`config.mk`:
```
export PLATFORM = sky130hd
export DESIGN_NAME = conv_ctrl
export DESIGN_NICKNAME = d
export VERILOG_FILES = /design/src/conv_pkg.sv /design/src/pin_sync.sv /design/src/conv_ctrl.sv
export SDC_FILE = /design/constraint.sdc
export NUM_CORES = 1
export LEC_CHECK = 0
export BUFFER_PORTS_ARGS = -buffer_cell sky130_fd_sc_hd__buf_2
export CAP_MARGIN = 20
export CELL_PAD_IN_SITES_DETAIL_PLACEMENT = 0
export CELL_PAD_IN_SITES_GLOBAL_PLACEMENT = 2
export CORE_MARGIN = 10
export CORE_UTILIZATION = 31
export DETAILED_ROUTE_END_ITERATION = 12
export PLACE_DENSITY = 0.78
export SYNTH_ARGS = -nofsm -noshare
export SYNTH_HDL_FRONTEND = slang
export SYNTH_SLANG_ARGS = --single-unit
```
`constraint.sdc`:
```
create_clock -name mclk -period 1.6 [get_ports mclk]
set_input_delay 0.08 -clock mclk [delete_from_list [all_inputs] [get_ports mclk]]
set_output_delay 0.08 -clock mclk [all_outputs]
set_load 0.005 [all_outputs]
```
`src/conv_pkg.sv`:
```
/*
 Constants for the converter trigger and result capture controller.
 Assumes a 100 MHz mclk; the trigger high and low times are converted to cycle counts here.
*/
`default_nettype none
package conv_pkg;
  localparam int CLK_PERIOD_NS = 10;
  localparam int DATA_W = 12;
  localparam int TRIG_HIGH_MIN_NS = 20;
  localparam int TRIG_HIGH_MAX_NS = 50;
  localparam int TRIG_LOW_MIN_NS = 20;
  localparam int FALL_DELAY_MIN_NS = 0;
  localparam int RESTART_DELAY_MIN_NS = 0;
  localparam int TRIG_HIGH_CYC =
    (TRIG_HIGH_MIN_NS + CLK_PERIOD_NS - 1) / CLK_PERIOD_NS + 1;
  localparam int TRIG_HIGH_MAX_CYC = TRIG_HIGH_MAX_NS / CLK_PERIOD_NS;
  localparam int TRIG_LOW_CYC =
    (TRIG_LOW_MIN_NS + CLK_PERIOD_NS - 1) / CLK_PERIOD_NS + 1;
  localparam int CNT_W = 4;
  localparam logic [3:0] TRIG_HIGH_CNT = 4'(TRIG_HIGH_CYC - 1);
  localparam logic [3:0] TRIG_LOW_CNT = 4'(TRIG_LOW_CYC - 1);
  localparam logic [11:0] RESULT_RST = 12'h000;
  typedef enum logic [2:0] {
    ST_IDLE = 3'b001,
    ST_HIGH = 3'b010,
    ST_LOW = 3'b100
  } trig_state_e;
endpackage
`default_nettype wire

```
`src/pin_sync.sv`:
```
/*
 Three-stage input synchroniser with agreement filter.
 Assumes an asynchronous input pin and a single mclk domain.
*/
`timescale 1ns/1ps
`default_nettype none
module pin_sync (
  input wire logic mclk,
  input wire logic srst,
  input wire logic pin,
  output logic level
);
  logic [2:0] st_q;
  logic [2:0] st_d;
  logic lvl_q;
  logic lvl_d;

  // The first stage feeds only the second so metastability stays contained.
  always_comb begin
    st_d = {st_q[1:0], pin};
    lvl_d = lvl_q;
    if (st_q[1] == st_q[2]) begin
      lvl_d = st_q[2];
    end
  end

  always_ff @(posedge mclk) begin
    if (srst) begin
      st_q <= 3'h0;
      lvl_q <= 1'b0;
    end else begin
      st_q <= st_d;
      lvl_q <= lvl_d;
    end
  end

  assign level = lvl_q;
endmodule
`default_nettype wire

```
`src/conv_ctrl.sv`:
```
/*
 Host controller that pulses the conversion trigger and latches results.
 Assumes the converter pins connect directly; strobe and data are
 asynchronous to mclk and pass through synchronisers.
*/
// Notes on behaviour
// - The trigger stays high at least 20 ns and at most 50 ns.
// - The trigger stays low at least 20 ns between pulses.
// - A rising result-ready edge marks fresh data to latch.
// - A falling result-ready edge still shows the previous result.
// - No wait is needed for the trigger fall against the strobe.
// - A new conversion may follow the previous one back to back.
`timescale 1ns/1ps
`default_nettype none
module conv_ctrl (
  input wire logic mclk,
  input wire logic srst,
  input wire logic start,
  input wire logic twos_comp,
  input wire logic [11:0] data_pins,
  input wire logic msb_n_pin,
  input wire logic over_range_flag,
  input wire logic result_ready_strobe,
  output logic encode,
  output logic busy,
  output logic [11:0] result,
  output logic result_over_range,
  output logic result_valid,
  output logic [11:0] prev_result,
  output logic prev_valid
);
  conv_pkg::trig_state_e st_q;
  conv_pkg::trig_state_e st_d;
  logic [3:0] cnt_q;
  logic [3:0] cnt_d;
  logic enc_q;
  logic enc_d;
  logic rdy_lvl;
  logic rdy_q;
  logic [11:0] res_q;
  logic [11:0] res_d;
  logic ovr_q;
  logic ovr_d;
  logic val_q;
  logic val_d;
  logic [11:0] prv_q;
  logic [11:0] prv_d;
  logic pval_q;
  logic pval_d;
  logic [11:0] dsy1_q;
  logic [11:0] dsy2_q;
  logic [11:0] dsy3_q;
  logic [11:0] dsy4_q;
  logic [1:0] fsy1_q;
  logic [1:0] fsy2_q;
  logic [1:0] fsy3_q;
  logic [1:0] fsy4_q;

  pin_sync pin_sync_inst (
    .mclk(mclk),
    .srst(srst),
    .pin(result_ready_strobe),
    .level(rdy_lvl)
  );

  // Pin bit 1 sits at index 11 so result reads as a plain binary word.
  function automatic logic [11:0] format_word(input logic [11:0] w,
                                              input logic inv_msb,
                                              input logic tc);
    format_word = tc ? {inv_msb, w[10:0]} : w;
  endfunction

  // Trigger pulse generation; back-to-back starts are allowed after the
  // low time, since no extra wait follows the strobe sequence.
  always_comb begin
    st_d = st_q;
    cnt_d = cnt_q;
    enc_d = enc_q;
    case (st_q)
      conv_pkg::ST_IDLE: begin
        if (start) begin
          st_d = conv_pkg::ST_HIGH;
          enc_d = 1'b1;
          cnt_d = conv_pkg::TRIG_HIGH_CNT;
        end
      end
      conv_pkg::ST_HIGH: begin
        if (cnt_q == 4'h0) begin
          st_d = conv_pkg::ST_LOW;
          enc_d = 1'b0;
          cnt_d = conv_pkg::TRIG_LOW_CNT;
        end else begin
          cnt_d = cnt_q - 4'h1;
        end
      end
      conv_pkg::ST_LOW: begin
        if (cnt_q == 4'h0) begin
          st_d = conv_pkg::ST_IDLE;
        end else begin
          cnt_d = cnt_q - 4'h1;
        end
      end
      default: begin
        st_d = conv_pkg::ST_IDLE;
        enc_d = 1'b0;
        cnt_d = 4'h0;
      end
    endcase
  end

  always_ff @(posedge mclk) begin
    if (srst) begin
      st_q <= conv_pkg::ST_IDLE;
      cnt_q <= 4'h0;
      enc_q <= 1'b0;
    end else begin
      st_q <= st_d;
      cnt_q <= cnt_d;
      enc_q <= enc_d;
    end
  end

  // Data and flags run four stages deep, matching the strobe path, so the
  // word latched on an edge was sampled within one cycle of the pin edge.
  // Sampling later would miss the 20 ns hold after the strobe falls.
  always_ff @(posedge mclk) begin
    if (srst) begin
      dsy1_q <= conv_pkg::RESULT_RST;
      dsy2_q <= conv_pkg::RESULT_RST;
      dsy3_q <= conv_pkg::RESULT_RST;
      dsy4_q <= conv_pkg::RESULT_RST;
      fsy1_q <= 2'h0;
      fsy2_q <= 2'h0;
      fsy3_q <= 2'h0;
      fsy4_q <= 2'h0;
    end else begin
      dsy1_q <= data_pins;
      dsy2_q <= dsy1_q;
      dsy3_q <= dsy2_q;
      dsy4_q <= dsy3_q;
      fsy1_q <= {over_range_flag, msb_n_pin};
      fsy2_q <= fsy1_q;
      fsy3_q <= fsy2_q;
      fsy4_q <= fsy3_q;
    end
  end

  always_comb begin
    res_d = res_q;
    ovr_d = ovr_q;
    val_d = 1'b0;
    prv_d = prv_q;
    pval_d = 1'b0;
    if (rdy_lvl && !rdy_q) begin
      res_d = format_word(dsy4_q, fsy4_q[0], twos_comp);
      ovr_d = fsy4_q[1];
      val_d = 1'b1;
    end
    if (!rdy_lvl && rdy_q) begin
      prv_d = format_word(dsy4_q, fsy4_q[0], twos_comp);
      pval_d = 1'b1;
    end
  end

  always_ff @(posedge mclk) begin
    if (srst) begin
      rdy_q <= 1'b0;
      res_q <= conv_pkg::RESULT_RST;
      ovr_q <= 1'b0;
      val_q <= 1'b0;
      prv_q <= conv_pkg::RESULT_RST;
      pval_q <= 1'b0;
    end else begin
      rdy_q <= rdy_lvl;
      res_q <= res_d;
      ovr_q <= ovr_d;
      val_q <= val_d;
      prv_q <= prv_d;
      pval_q <= pval_d;
    end
  end

  logic busy_q;
  always_ff @(posedge mclk) begin
    if (srst) begin
      busy_q <= 1'b0;
    end else begin
      busy_q <= (st_d != conv_pkg::ST_IDLE);
    end
  end

  assign encode = enc_q;
  assign busy = busy_q;
  assign result = res_q;
  assign result_over_range = ovr_q;
  assign result_valid = val_q;
  assign prev_result = prv_q;
  assign prev_valid = pval_q;
endmodule
`default_nettype wire

```
Word-level counts from Yosys, hierarchy flattened
Index checks and enable logic that the tools add are counted.
{ "word_totals": {"wordCells": 51, "out_inout_bits": 29, "inputBits": 19, "latch_bits": 0, "ramBits": 0, "mem_bits_ro": 0, "regBits": 97, "memories": 0} }
{ "op_classes": {"n_reduce_logical": 7, "n_mul": 0, "n_mux": 14, "n_addsub": 1, "div_mod_pow": 0, "bitwise_logic": 1, "shift": 0, "n_eq_ne": 8, "order_cmp": 0} }
{ "ops": {"columns": ["op", "count"], "rows": [
  ["$mux 12", 1],
  ["$mux 4", 3],
  ["$pmux 4 s3", 1],
  ["$mux 3", 3],
  ["$pmux 3 s3", 1],
  ["$ne 2x2->1 const B", 3],
  ["$logic_not 4->1", 1],
  ["$mux 1", 4],
  ["$sub 4x1->4 const B", 1],
  ["$eq 3x1->1 const B", 1],
  ["$eq 3x2->1 const B", 1],
  ["$eq 3x3->1 const B", 1],
  ["$ne 3x1->1 const B", 1],
  ["$pmux 1 s3", 1],
  ["$reduce_and 3->1", 1],
  ["$logic_and 1x1->1", 2],
  ["$logic_not 1->1", 2],
  ["$reduce_and 2->1", 1],
  ["$eq 1x1->1", 1],
  ["$not 1->1", 1]
]} }

Logic depth before layout (Yosys ltp)
Gate-level depths: netlist of run 1.
{ "depth": {"word_depth": 4, "mapped_depth": 7, "mapped_depth_nobuf": 6} }

By module
From an unflattened synthesis of run 1, not the netlist that was laid out.
{ "hier_totals": {"cells_unflattened": 305, "area_unflattened_um2": 3080.5} }
{ "by_module_without_submodules": {"columns": ["mod", "n_inst", "area_each_um2", "seq_area_each_um2", "cells_per_inst"], "rows": [
  ["conv_ctrl", 1, 2967.8, 1861.8, 295],
  ["pin_sync", 1, 112.6, 80.1, 10]
]} }

Worst setup path after synthesis of run 1
Ideal clock, no wire load.
{ "synth_timing": {"path_type": "register -> register", "startpoint": "register cnt_q[0]", "endpoint": "register enc_q, in the netlist encode", "arrival_ns": 1.403, "n_path_buf": 1, "required_time_ns": 1.521, "setup_ns": 0.079, "period_less_slack_ns": 1.482, "slack_ns": 0.118, "path_stages_with_launch": 8, "path_cell_list": "dfxtp_1 -> inv_1 -> ha_1 -> or3b_1 -> buf_4 -> a21oi_2 -> o21ai_0 -> a211oi_2"} }
{ "synth_between": {"elab_chain_cells": 3} }
{ "synth_lines": {"columns": ["item", "line", "source"], "rows": [
  ["start, declared", "conv_ctrl.sv:34", "logic [3:0] cnt_q;"],
  ["start signal, assigned", "conv_ctrl.sv:118", "cnt_q <= cnt_d;"],
  ["$logic_not 4->1", "conv_ctrl.sv:88", "if (cnt_q == 4'h0) begin"],
  ["$ne 2x2->1 (no line)", null, null],
  ["$reduce_and 3->1 (no line)", null, null],
  ["end signal, assigned", "conv_ctrl.sv:119", "enc_q <= enc_d;"],
  ["end, declared", "conv_ctrl.sv:36", "logic enc_q;"]
]} }
No other way between the ends.
A chain may end at the register's enable or synchronous reset.

Worst setup path after layout of run 1
{ "layout_timing": {"startpoint": "register cnt_q[0]", "endpoint": "register st_q[0]"} }
{ "layout_between": {"elab_chain_cells": 3, "elab_cells_between_ends": 4, "classes_between": "3 x mux; 1 x reduce/logical"} }
{ "layout_lines": {"columns": ["item", "line", "source"], "rows": [
  ["$logic_not 4->1 *", "conv_ctrl.sv:88, conv_ctrl.sv:97", null],
  ["$mux 3, on equally long branches", "conv_ctrl.sv:97, conv_ctrl.sv:88", null],
  ["$pmux 3 s3 *", "conv_ctrl.sv:79", "case (st_q)"],
  ["end signal, assigned", "conv_ctrl.sv:113", "st_q <= conv_pkg::ST_IDLE;"],
  ["end signal, assigned", "conv_ctrl.sv:117", "st_q <= st_d;"],
  ["end, declared", "conv_ctrl.sv:32", "conv_pkg::trig_state_e st_q;"]
]} }
Mark *: on every way between the ends. The rest lies on a longest branch, timed or not.

==> results of run 1 <==
## worst reg2reg max path, delay by kind of cell (launching register included)
kind            cells  cell delay (ns)
compound gates      2             0.24
fa+ha+maj           1             0.19
buf+inv             1             0.05
flops               1             0.36
simple gates        2             0.56
## kinds of logic (layout without fill, tap and decap cells)
family                     count (synthesis)  count (layout)
buffers and inverters                     20              87
AOI/OAI and AO/OA                         44              44
muxes                                      2               2
DFF                                       97              97
and+or+nand+nor                          137             137
adders and majority gates                  2               2
## cells in the mapped netlist, types with 2 or more instances
| library cell | count | area (sq um) |
|---|---|---|
| dfxtp_1 | 97 | 1942 |
| nor2b_1 | 64 | 400.4 |
| nand2_1 | 49 | 183.9 |
| a21oi_1 | 27 | 135.1 |
| clkbuf_1 | 12 | 45.04 |
| nor2_1 | 6 | 22.52 |
| nand2b_1 | 5 | 31.28 |
| inv_1 | 4 | 15.01 |
| nor3_1 | 3 | 15.01 |
| o21ai_0 | 3 | 15.01 |
| a211oi_1 | 2 | 15.01 |
| a21o_1 | 2 | 15.01 |
| ha_1 | 2 | 25.02 |
| mux2i_1 | 2 | 20.02 |
| o21ai_1 | 2 | 10.01 |
| or3_1 | 2 | 12.51 |
| or3b_1 | 2 | 17.52 |
## power breakdown
group	leakage, nW	internal (mW)	total (mW)	switching (mW)
Sequential	0.791	2.48	2.50	0.0237
Combinational	0.650	0.123	0.224	0.101
Clock	0.110	0.768	1.67	0.903
## flip-flops by register name, indices dropped and copies added (netlist names)
name                 flops
cnt_q                    4
dsy4_q                  12
dsy1_q                  12
rdy_q                    1
fsy2_q                   2
busy                     1
st_q                     3
prev_result             12
result_over_range        1
fsy4_q                   2
result                  12
prev_valid               1
dsy2_q                  12
fsy3_q                   2
pin_sync_inst.st_q       3
encode                   1
pin_sync_inst.level      1
result_valid             1
dsy3_q                  12
fsy1_q                   2
## area by class of cell
| type | instances | share of cell area, % |
|---|---|---|
| Clock inverter | 7 | 2.552 |
| Inverter | 4 | 0.3925 |
| Multi-Input combinational cell | 185 | 27.22 |
| Clock buffer | 9 | 3.238 |
| Timing Repair Buffer | 67 | 11.45 |
| Sequential cell | 97 | 50.80 |
| Tap cell | 133 | 4.351 |
## metal layers
layer | global-route usage (%) | routed length (microns) | vias up
met2 | 11.00 | 2272 | 39
met4 | 4.977 | 117 | 0
met1 | 10.34 | 2807 | 879
li1 | - | - | 1091
met3 | 2.078 | 230 | 10
met5 | 0 | 0 | -
## worst paths after layout
| kind | start | end |
|---|---|---|
| max | cnt_q[0] | st_q[0] |
| min | start | busy |
| max reg2reg | cnt_q[0] | st_q[0] |
| min reg2reg | dsy2_q[6] | dsy3_q[6] |
## repair_timing
item | 4_1_cts | 5_1_grt
gates resized for setup | 1 | 4
pin swaps | 0 | 1
setup buffers | 0 | 1
setup endpoints to repair | 1 | 3
cloned | 0 | 0
hold buffers | 15 | 0
hold endpoints to repair | 15 | 0
==> results.cfg, run 1 <==
[cells_and_area]
design_area_sq_um = 3825
final_common_cell = dfxtp_1
final_cell_count_no_fill = 502
final_cell_mix = dfxtp_1, nor2b_1, nand2_1
syn2layout_area_growth_pct = 24.88
multi_input_area_sq_um = 1041
final_core_util_pct = 39.50
num_antenna_cells = 0
drive_above_1_share_pct = 20.60
register_area_sq_um = 1943
nets = 385
nFillCells = 982

[flow_run]
cap_violations = 0

[worst_setup_path]
max_stage_delay_ns = 0.36
r2r_cells = 6
path_delay_family = simple AND/OR/NAND/NOR gates
path_buf_inv = 1
crit_type = reg -> reg
critical-path-slowest-cell = dfxtp_1
path_cells = inv_2, ha_1, or3b_4, a21oi_1, or2_2, a21o_1
cp_max_fo = 6
arrival_ns = 1.75
crit_cells = 6
cp-end-kind = register
rrSetupSlack_ns = 0.1
worstPathRequired_ns = 1.85
startpoint_type = register

[synth]
synth_area_sq_um = 3063
syn_nets = 323
synth-edff-count = 0
synth-simple-area-share_pct = 23.73
ys_warn_count = 0
synth_fa_ha_area_share_pct = 0.8170
synth_seq_area_share_pct = 63.40
async_flop_share_pct = 0
synth_mux_area_share_pct = 0.6536
yosys.cell_types.count = 35
avgSynthCellArea_sq_um = 10.14
synth_xor_area_share_pct = 0
synth_top_family_by_area = simple AND/OR/NAND/NOR gates
ys.flop_type = dfxtp_1
ys_seq_elements = 97
synth_cells = 302
synth_compound_area_share_pct = 8.538

[global_route]
antenna_found_initial = 0
grt_pass1_vias = 1928
grt_max_degree = 73
grt_overflow = 0
grtUsageTotal_pct = 7.814
grt_first_pass_wirelength_mm = 9.252

[timing]
slew_headroom_pct = 65.37
worstMarginPinSlew_ns = 0.5194
finalCritPeriodShare_pct = 94.05
slew_viol_final = 0
setup_violations = 0
holdWs_ns = 0.04133
layout_min_cycle_time_ns = 1.505
tns_ns = 0
finalHoldViolCount = 0
finClkSkew_ns = 0.01255
timing.final.ws_setup_ns = 0.09521
fmax_mhz = 664.5
rsz0062_at_grt = no

[floorplan]
core_sq_um = 9684
row_count = 36
start_util_pct = 31.63
die_h_microns = 119.4
die_area_sq_um = 14260
ioPinCount = 48
die_x_microns = 119.4

[place]
place_ws_ns = 0.02405
place_area_sq_um = 3437
io_buffers = 47
gp_congestion = 0.7416
hpwl_mm = 3.643
placed_cells = 470

[detailed_routing]
drc = 0
post_drt_wl_per_cell_microns = 10.81
via_count = 2019
routed_wl_mm = 5.428
drt_iter0_drc = 110
vias_per_cell = 4.022
dr.pass1.iters = 4
ant_nets = 0

[cts]
clk_latency_ns = 0.36
cts-root-buf = clkbuf_8
cts_tree = yes
cts_sinks = 97
numCtsBuffers = 9
cts_buffer_depth = 2
path_clk_slew_ns = 0.10
h-tree-depth = 3

[worst_hold_path]
hold_class = in -> reg
holdPathStages = 3

[pwr]
leakagePower_nw = 1.551
vdd_ir_drop_max_mv = 0.3460
power_density_nw_per_um2 = 1149
p_total_mw = 4.395

[run_status]
status = finished, final reports clean
(Power assumes the default switching activity.)
==> run 2, diff against run 1 <==
Settings changed: SYNTH_HIERARCHICAL set to 1.
==> run 2 against run 1 <==
Design area rose by 0.75%. Largest cell class unchanged. Wire length barely moved. Maximum frequency fell by 3.0%. Critical path depth did not move. Sequential share of layout area fell by 0.38 points. Clock skew fell by 0.0033 ns. First-iteration DRC count fell by 11%. Hold slack got worse by 0.0059 ns.
==> results.cfg, run 2 <==
[run_status]
status = finished, final reports clean

[synth]
synth_top_cells_by_area = dfxtp_1, nor2b_1, nand2_1, a21oi_1, clkbuf_1
synth_most_common_cell = dfxtp_1
avgSynthCellArea_sq_um = 10.10
netlist.area_leader.share_pct = 63.04
yosys.area.top_type = dfxtp_1
synth-edff-count = 0
syn_nets = 326
yosys-top-cells-count = dfxtp_1, nor2b_1, nand2_1
async_flop_share_pct = 0
ys_seq_elements = 97
synth_cells = 305
yosys.cell_types.count = 32
synth_seq_area_share_pct = 63.04
ys.flop_type = dfxtp_1
ys_warn_count = 6
synth_area_sq_um = 3080

[worst_hold_path]
hp-start = start
whs_endpoint = encode
hold_class = in -> reg
holdPathStages = 3

[cells_and_area]
nets = 391
drive_above_1_share_pct = 20.05
final_common_cell = dfxtp_1
final_cell_mix = dfxtp_1, nor2b_1, nand2_1
syn2layout_area_growth_pct = 25.10
final_core_util_pct = 39.61

[cts]
clk_latency_ns = 0.34
cts-root-buf = clkbuf_8
cts_tree = yes
path_clk_slew_ns = 0.09
cts.repair.resized = 0
cts_buffer_depth = 2
cts_setup_buffers = 0
numCtsBuffers = 9
cts_sinks = 97
h-tree-depth = 3

[place]
io_buffers = 47
hpwl_mm = 3.712
gp_congestion = 0.7385

[timing]
slew_viol_final = 0
finClkSkew_ns = 0.009205
fmax_mhz = 644.6
finalCritPeriodShare_pct = 96.96
rsz0062_at_grt = yes
setup_violations = 0
tns_ns = 0
layout_min_cycle_time_ns = 1.551
slew_headroom_pct = 64.69
worstMarginPinSlew_ns = 0.5296
finalHoldViolCount = 0

[floorplan]
die_area_sq_um = 14320
core_sq_um = 9729
start_util_pct = 31.66
row_count = 36
die_h_microns = 119.7
die_x_microns = 119.7
ioPinCount = 48

[worst_setup_path]
startpoint_type = register
cp-end-kind = register
cp_max_fo = 4
crit_type = reg -> reg
rrSetupSlack_ns = 0.05
timing.rr.end = cnt_q[3]
worstPathRequired_ns = 1.87
arrival_ns = 1.82
r2r-start = cnt_q[0]
r2r_cells = 6

[detailed_routing]
routed_wl_mm = 5.429
via_count = 2040
drc = 0
post_drt_wl_per_cell_microns = 10.69
drt_iter0_drc = 98
ant_nets = 0
dr.pass1.iters = 4
vias_per_cell = 4.016

[global_route]
grt_first_pass_wirelength_mm = 9.660
grt_overflow = 0
grtUsageTotal_pct = 8.173
grt_pass1_vias = 2086
grt_max_degree = 49
antenna_found_initial = 1

[pwr]
power_density_nw_per_um2 = 1153
vdd_ir_drop_max_mv = 0.5431
leakagePower_nw = 1.555

[flow_run]
cap_violations = 0
==> run 2: layer usage <==
metal	track usage (%)	vias to the layer above	share of wire, %
met2	11.90	37	43
li1	-	1107	-
met3	3.282	2	6.0
met1	9.890	894	50
met5	0	-	0
met4	5.053	0	1.1
==> run 2: where the power goes <==
group          switching [mW]  internal, mW  total [mW]
logic                   0.113         0.136       0.249
clock network           0.807         0.877        1.68
registers              0.0295          2.48        2.51
total                   0.949          3.49        4.44
==> run 2: cells by family (layout without fill, tap and decap cells) <==
| kind of cell | Yosys count | count (layout) | synth area share [%] |
|---|---|---|---|
| other | 0 | 1 | 0 |
| buffers and inverters | 23 | 92 | 3.127 |
| adders and majority gates | 2 | 2 | 0.8122 |
| xor gates and xnor gates | 1 | 1 | 0.2844 |
| AOI/OAI and AO/OA | 38 | 38 | 7.027 |
| DFF | 97 | 97 | 63.04 |
| muxes | 2 | 2 | 0.6499 |
| and+or+nand+nor | 142 | 142 | 25.06 |
==> run 2: worst max-delay path by stage <==
stage / depth (start not counted) / to / startpoint
after floorplan: 6 / cnt_q[3] / cnt_q[0]
after global placement: 6 / cnt_q[3] / cnt_q[0]
after detailed placement: 6 / cnt_q[3] / cnt_q[0]
after CTS: 6 / cnt_q[3] / cnt_q[0]
after global routing: 6 / cnt_q[2] / cnt_q[0]
final: 6 / cnt_q[3] / cnt_q[0]
==> run 2: final cells by class <==
class                      count  area [sq um]
fill                        1028          5876
sequential                    97          1943
multi-input combinational    185          1049
timing repair buffer          71         455.4
tap                          133         166.4
clock buffer                   9         123.9
clock inverter                 6         91.34
inverter                       6         22.52
antenna                        1         2.502
==> run 2: critical path, stage by stage (launching register included) <==
cell     delay, ns
dfxtp_2       0.33
inv_1         0.05
ha_1          0.18
nor3b_4       0.16
or3_4         0.34
or3_1         0.31
a21oi_1       0.12
==> run 2: timing repair <==
action | CTS | global route
hold endpoints to repair | 15 | 0
pin swaps | 1 | 2
hold buffers | 15 | 0
setup endpoints to repair | 2 | 3
gates cloned | 0 | 0
==> run 2: metrics by stage <==
stage / setup slack, ns / instances / instance area [sq um] / total power [mW] / hold slack, ns
6_report: 0.04863 / 508 / 3854 / 4.443 / 0.03545
4_1_cts: 0.02809 / 507 / 3851 / 4.527 / 0.01226
5_1_grt: -0.04246 / 507 / 3851 / 4.681 / 0.01438
3_3_place_gp: 0.004161 / 477 / 3486 / 2.791 / 0.2896
3_5_place_dp: -0.02068 / 477 / 3486 / 2.792 / 0.2949
2_1_floorplan: 0.0002125 / 305 / 3088 / 2.717 / 0.1491
==> run 3, diff against run 2 <==
Settings changed: PLACE_DENSITY 0.78 to 0.85.
==> run 3 against run 2 <==
Critical path depth stayed put. Hold slack improved by 0.091 ns. Largest power group unchanged. First-iteration DRC count grew 37%. Clock skew down 0.00091 ns. Clock power shrank 9.5%. Critical path type unchanged. Die area stayed put.
==> results.cfg, run 3 (synthesized netlist as in run 2, its figures left out) <==
[run_status]
status = finished, final reports clean

[worst_setup_path]
crit_start = cnt_q[0]
critical-path-slowest-cell = or3_4
cp_max_fo = 4
startpoint_type = register
cp-end-kind = register
r2r-start = cnt_q[0]
max_stage_delay_ns = 0.36
path_buf_inv = 1
worstPathRequired_ns = 1.89
path_delay_family = simple AND/OR/NAND/NOR gates
r2r_cells = 6
rrSetupSlack_ns = 0.05
arrival_ns = 1.84
timing.rr.end = cnt_q[3]
path_cells = inv_2, ha_2, nor3b_4, or3_4, or3_1, a21oi_1
crit_type = reg -> reg

[detailed_routing]
met3_length_microns = 289
m1WireLength_mm = 2.790
drc = 0
via_count = 1997
post_drt_wl_per_cell_microns = 10.56
routed.top_layer = met4
wl_met2_mm = 2.138
drt_iter0_drc = 134
dr.pass1.iters = 4
ant_nets = 0
vias_per_cell = 3.931
routed_wl_mm = 5.364

[cts]
cts_buffer_depth = 2
h-tree-depth = 3
cts-root-buf = clkbuf_8
path_clk_slew_ns = 0.10
clk_latency_ns = 0.36
cts_sinks = 97
cts_tree = yes
numCtsBuffers = 9

[timing]
slew_viol_final = 0
finalHoldViolCount = 0
worstMarginPinSlew_ns = 0.5436
holdWs_ns = 0.1260
slew_headroom_pct = 63.76
timing.final.ws_setup_ns = 0.05185
tns_ns = 0
finClkSkew_ns = 0.008300
fmax_mhz = 645.9
layout_min_cycle_time_ns = 1.548
rsz0062_at_grt = yes
finalCritPeriodShare_pct = 96.76
setup_violations = 0

[cells_and_area]
final_cell_mix = dfxtp_1, nor2b_1, nand2_1
nets = 391
num_antenna_cells = 0
drive_above_1_share_pct = 21.60
final_common_cell = dfxtp_1
syn2layout_area_growth_pct = 25.35
design_area_sq_um = 3861

[pwr]
clkPwrFrac_pct = 35.4
vdd_ir_drop_max_mv = 0.3476
p_int_mw = 3.267
power_frac_seq_pct = 58.6
power_switching_mw = 1.022
sw_frac_of_total_pct = 23.83
leakagePower_nw = 1.562
combPwrFrac_pct = 6.0
power_density_nw_per_um2 = 1111

[worst_hold_path]
whs_endpoint = prev_valid
holdPathStages = 2
hp-start = srst
hold_class = in -> reg

[global_route]
grt_max_degree = 65
grt_first_pass_wirelength_mm = 9.045
grtUsageTotal_pct = 7.783
grt_overflow = 0
antenna_found_initial = 0
grt_pass1_vias = 1874

[floorplan]
start_util_pct = 31.66
core_sq_um = 9729
row_count = 36
die_area_sq_um = 14320
ioPinCount = 48
die_h_microns = 119.7
die_x_microns = 119.7

[place]
gp_congestion = 0.7518
place_area_sq_um = 3491
io_buffers = 47
hpwl_mm = 3.558
place_ws_ns = -0.03544

[flow_run]
cap_violations = 0
==> run 3: cell count changes in the layout (fill, tap and decap cells not counted), moves of 2 or more <==
cell | before | now
buf_4 | 10 | 8
bufinv_16 | 2 | 0
clkinvlp_4 | 3 | 0
dfxtp_1 | 96 | 94
dfxtp_2 | 1 | 3
inv_6 | 1 | 4
nor4b_1 | 3 | 1
nor4b_2 | 0 | 2
==> run 3: timing repair <==
action,4_1_cts,5_1_grt
hold buffers,16,0
buffers inserted,0,0
resized for setup,0,6
pin swaps,1,4
endpoints found under the setup margin,1,4
hold endpoints to repair,16,0
==> run 3: power by group through the flow <==
stage	combinational (mW)	sequential (mW)	clock, mW
finish	0.259	2.51	1.52
floorplan	0.166	2.55	0
global placement	0.227	2.56	0
detailed placement	0.231	2.57	0
CTS	0.260	2.51	1.59
global route	0.293	2.52	1.71
==> run 3: layer usage <==
metal,track usage [%],vias to the layer above
li1,-,1109
met1,10.20,837
met2,10.52,41
met3,2.813,10
met4,4.977,0
met5,0,-
==> run 3: layout make-up <==
class                   count  area, sq um
clock inverters             6        55.05
well taps                 133        166.4
clock buffers              10        137.6
repair buffers             71        470.5
fillers                  1018         5868
multi-input cells         185         1064
inverters                   6        22.52
flip-flops and latches     97         1946
==> run 3: how the worst max path moves through the flow <==
stage	cells after the start	slack, ns	endpoint
global placement	6	0.01	cnt_q[3]
detailed placement	6	-0.04	cnt_q[3]
floorplan	6	0.0002	cnt_q[3]
CTS	6	0.02	cnt_q[3]
finish	6	0.05	cnt_q[3]
global route	6	-0.04	cnt_q[3]
==> run 3: per-stage QoR <==
step / power [mW] / instances / utilization [%]
global route: 4.521 / 508 / 39.69
floorplan: 2.717 / 305 / -
CTS: 4.363 / 508 / 39.51
finish: 4.289 / 508 / 39.69
global placement: 2.792 / 476 / 35.88
detailed placement: 2.797 / 476 / 35.88
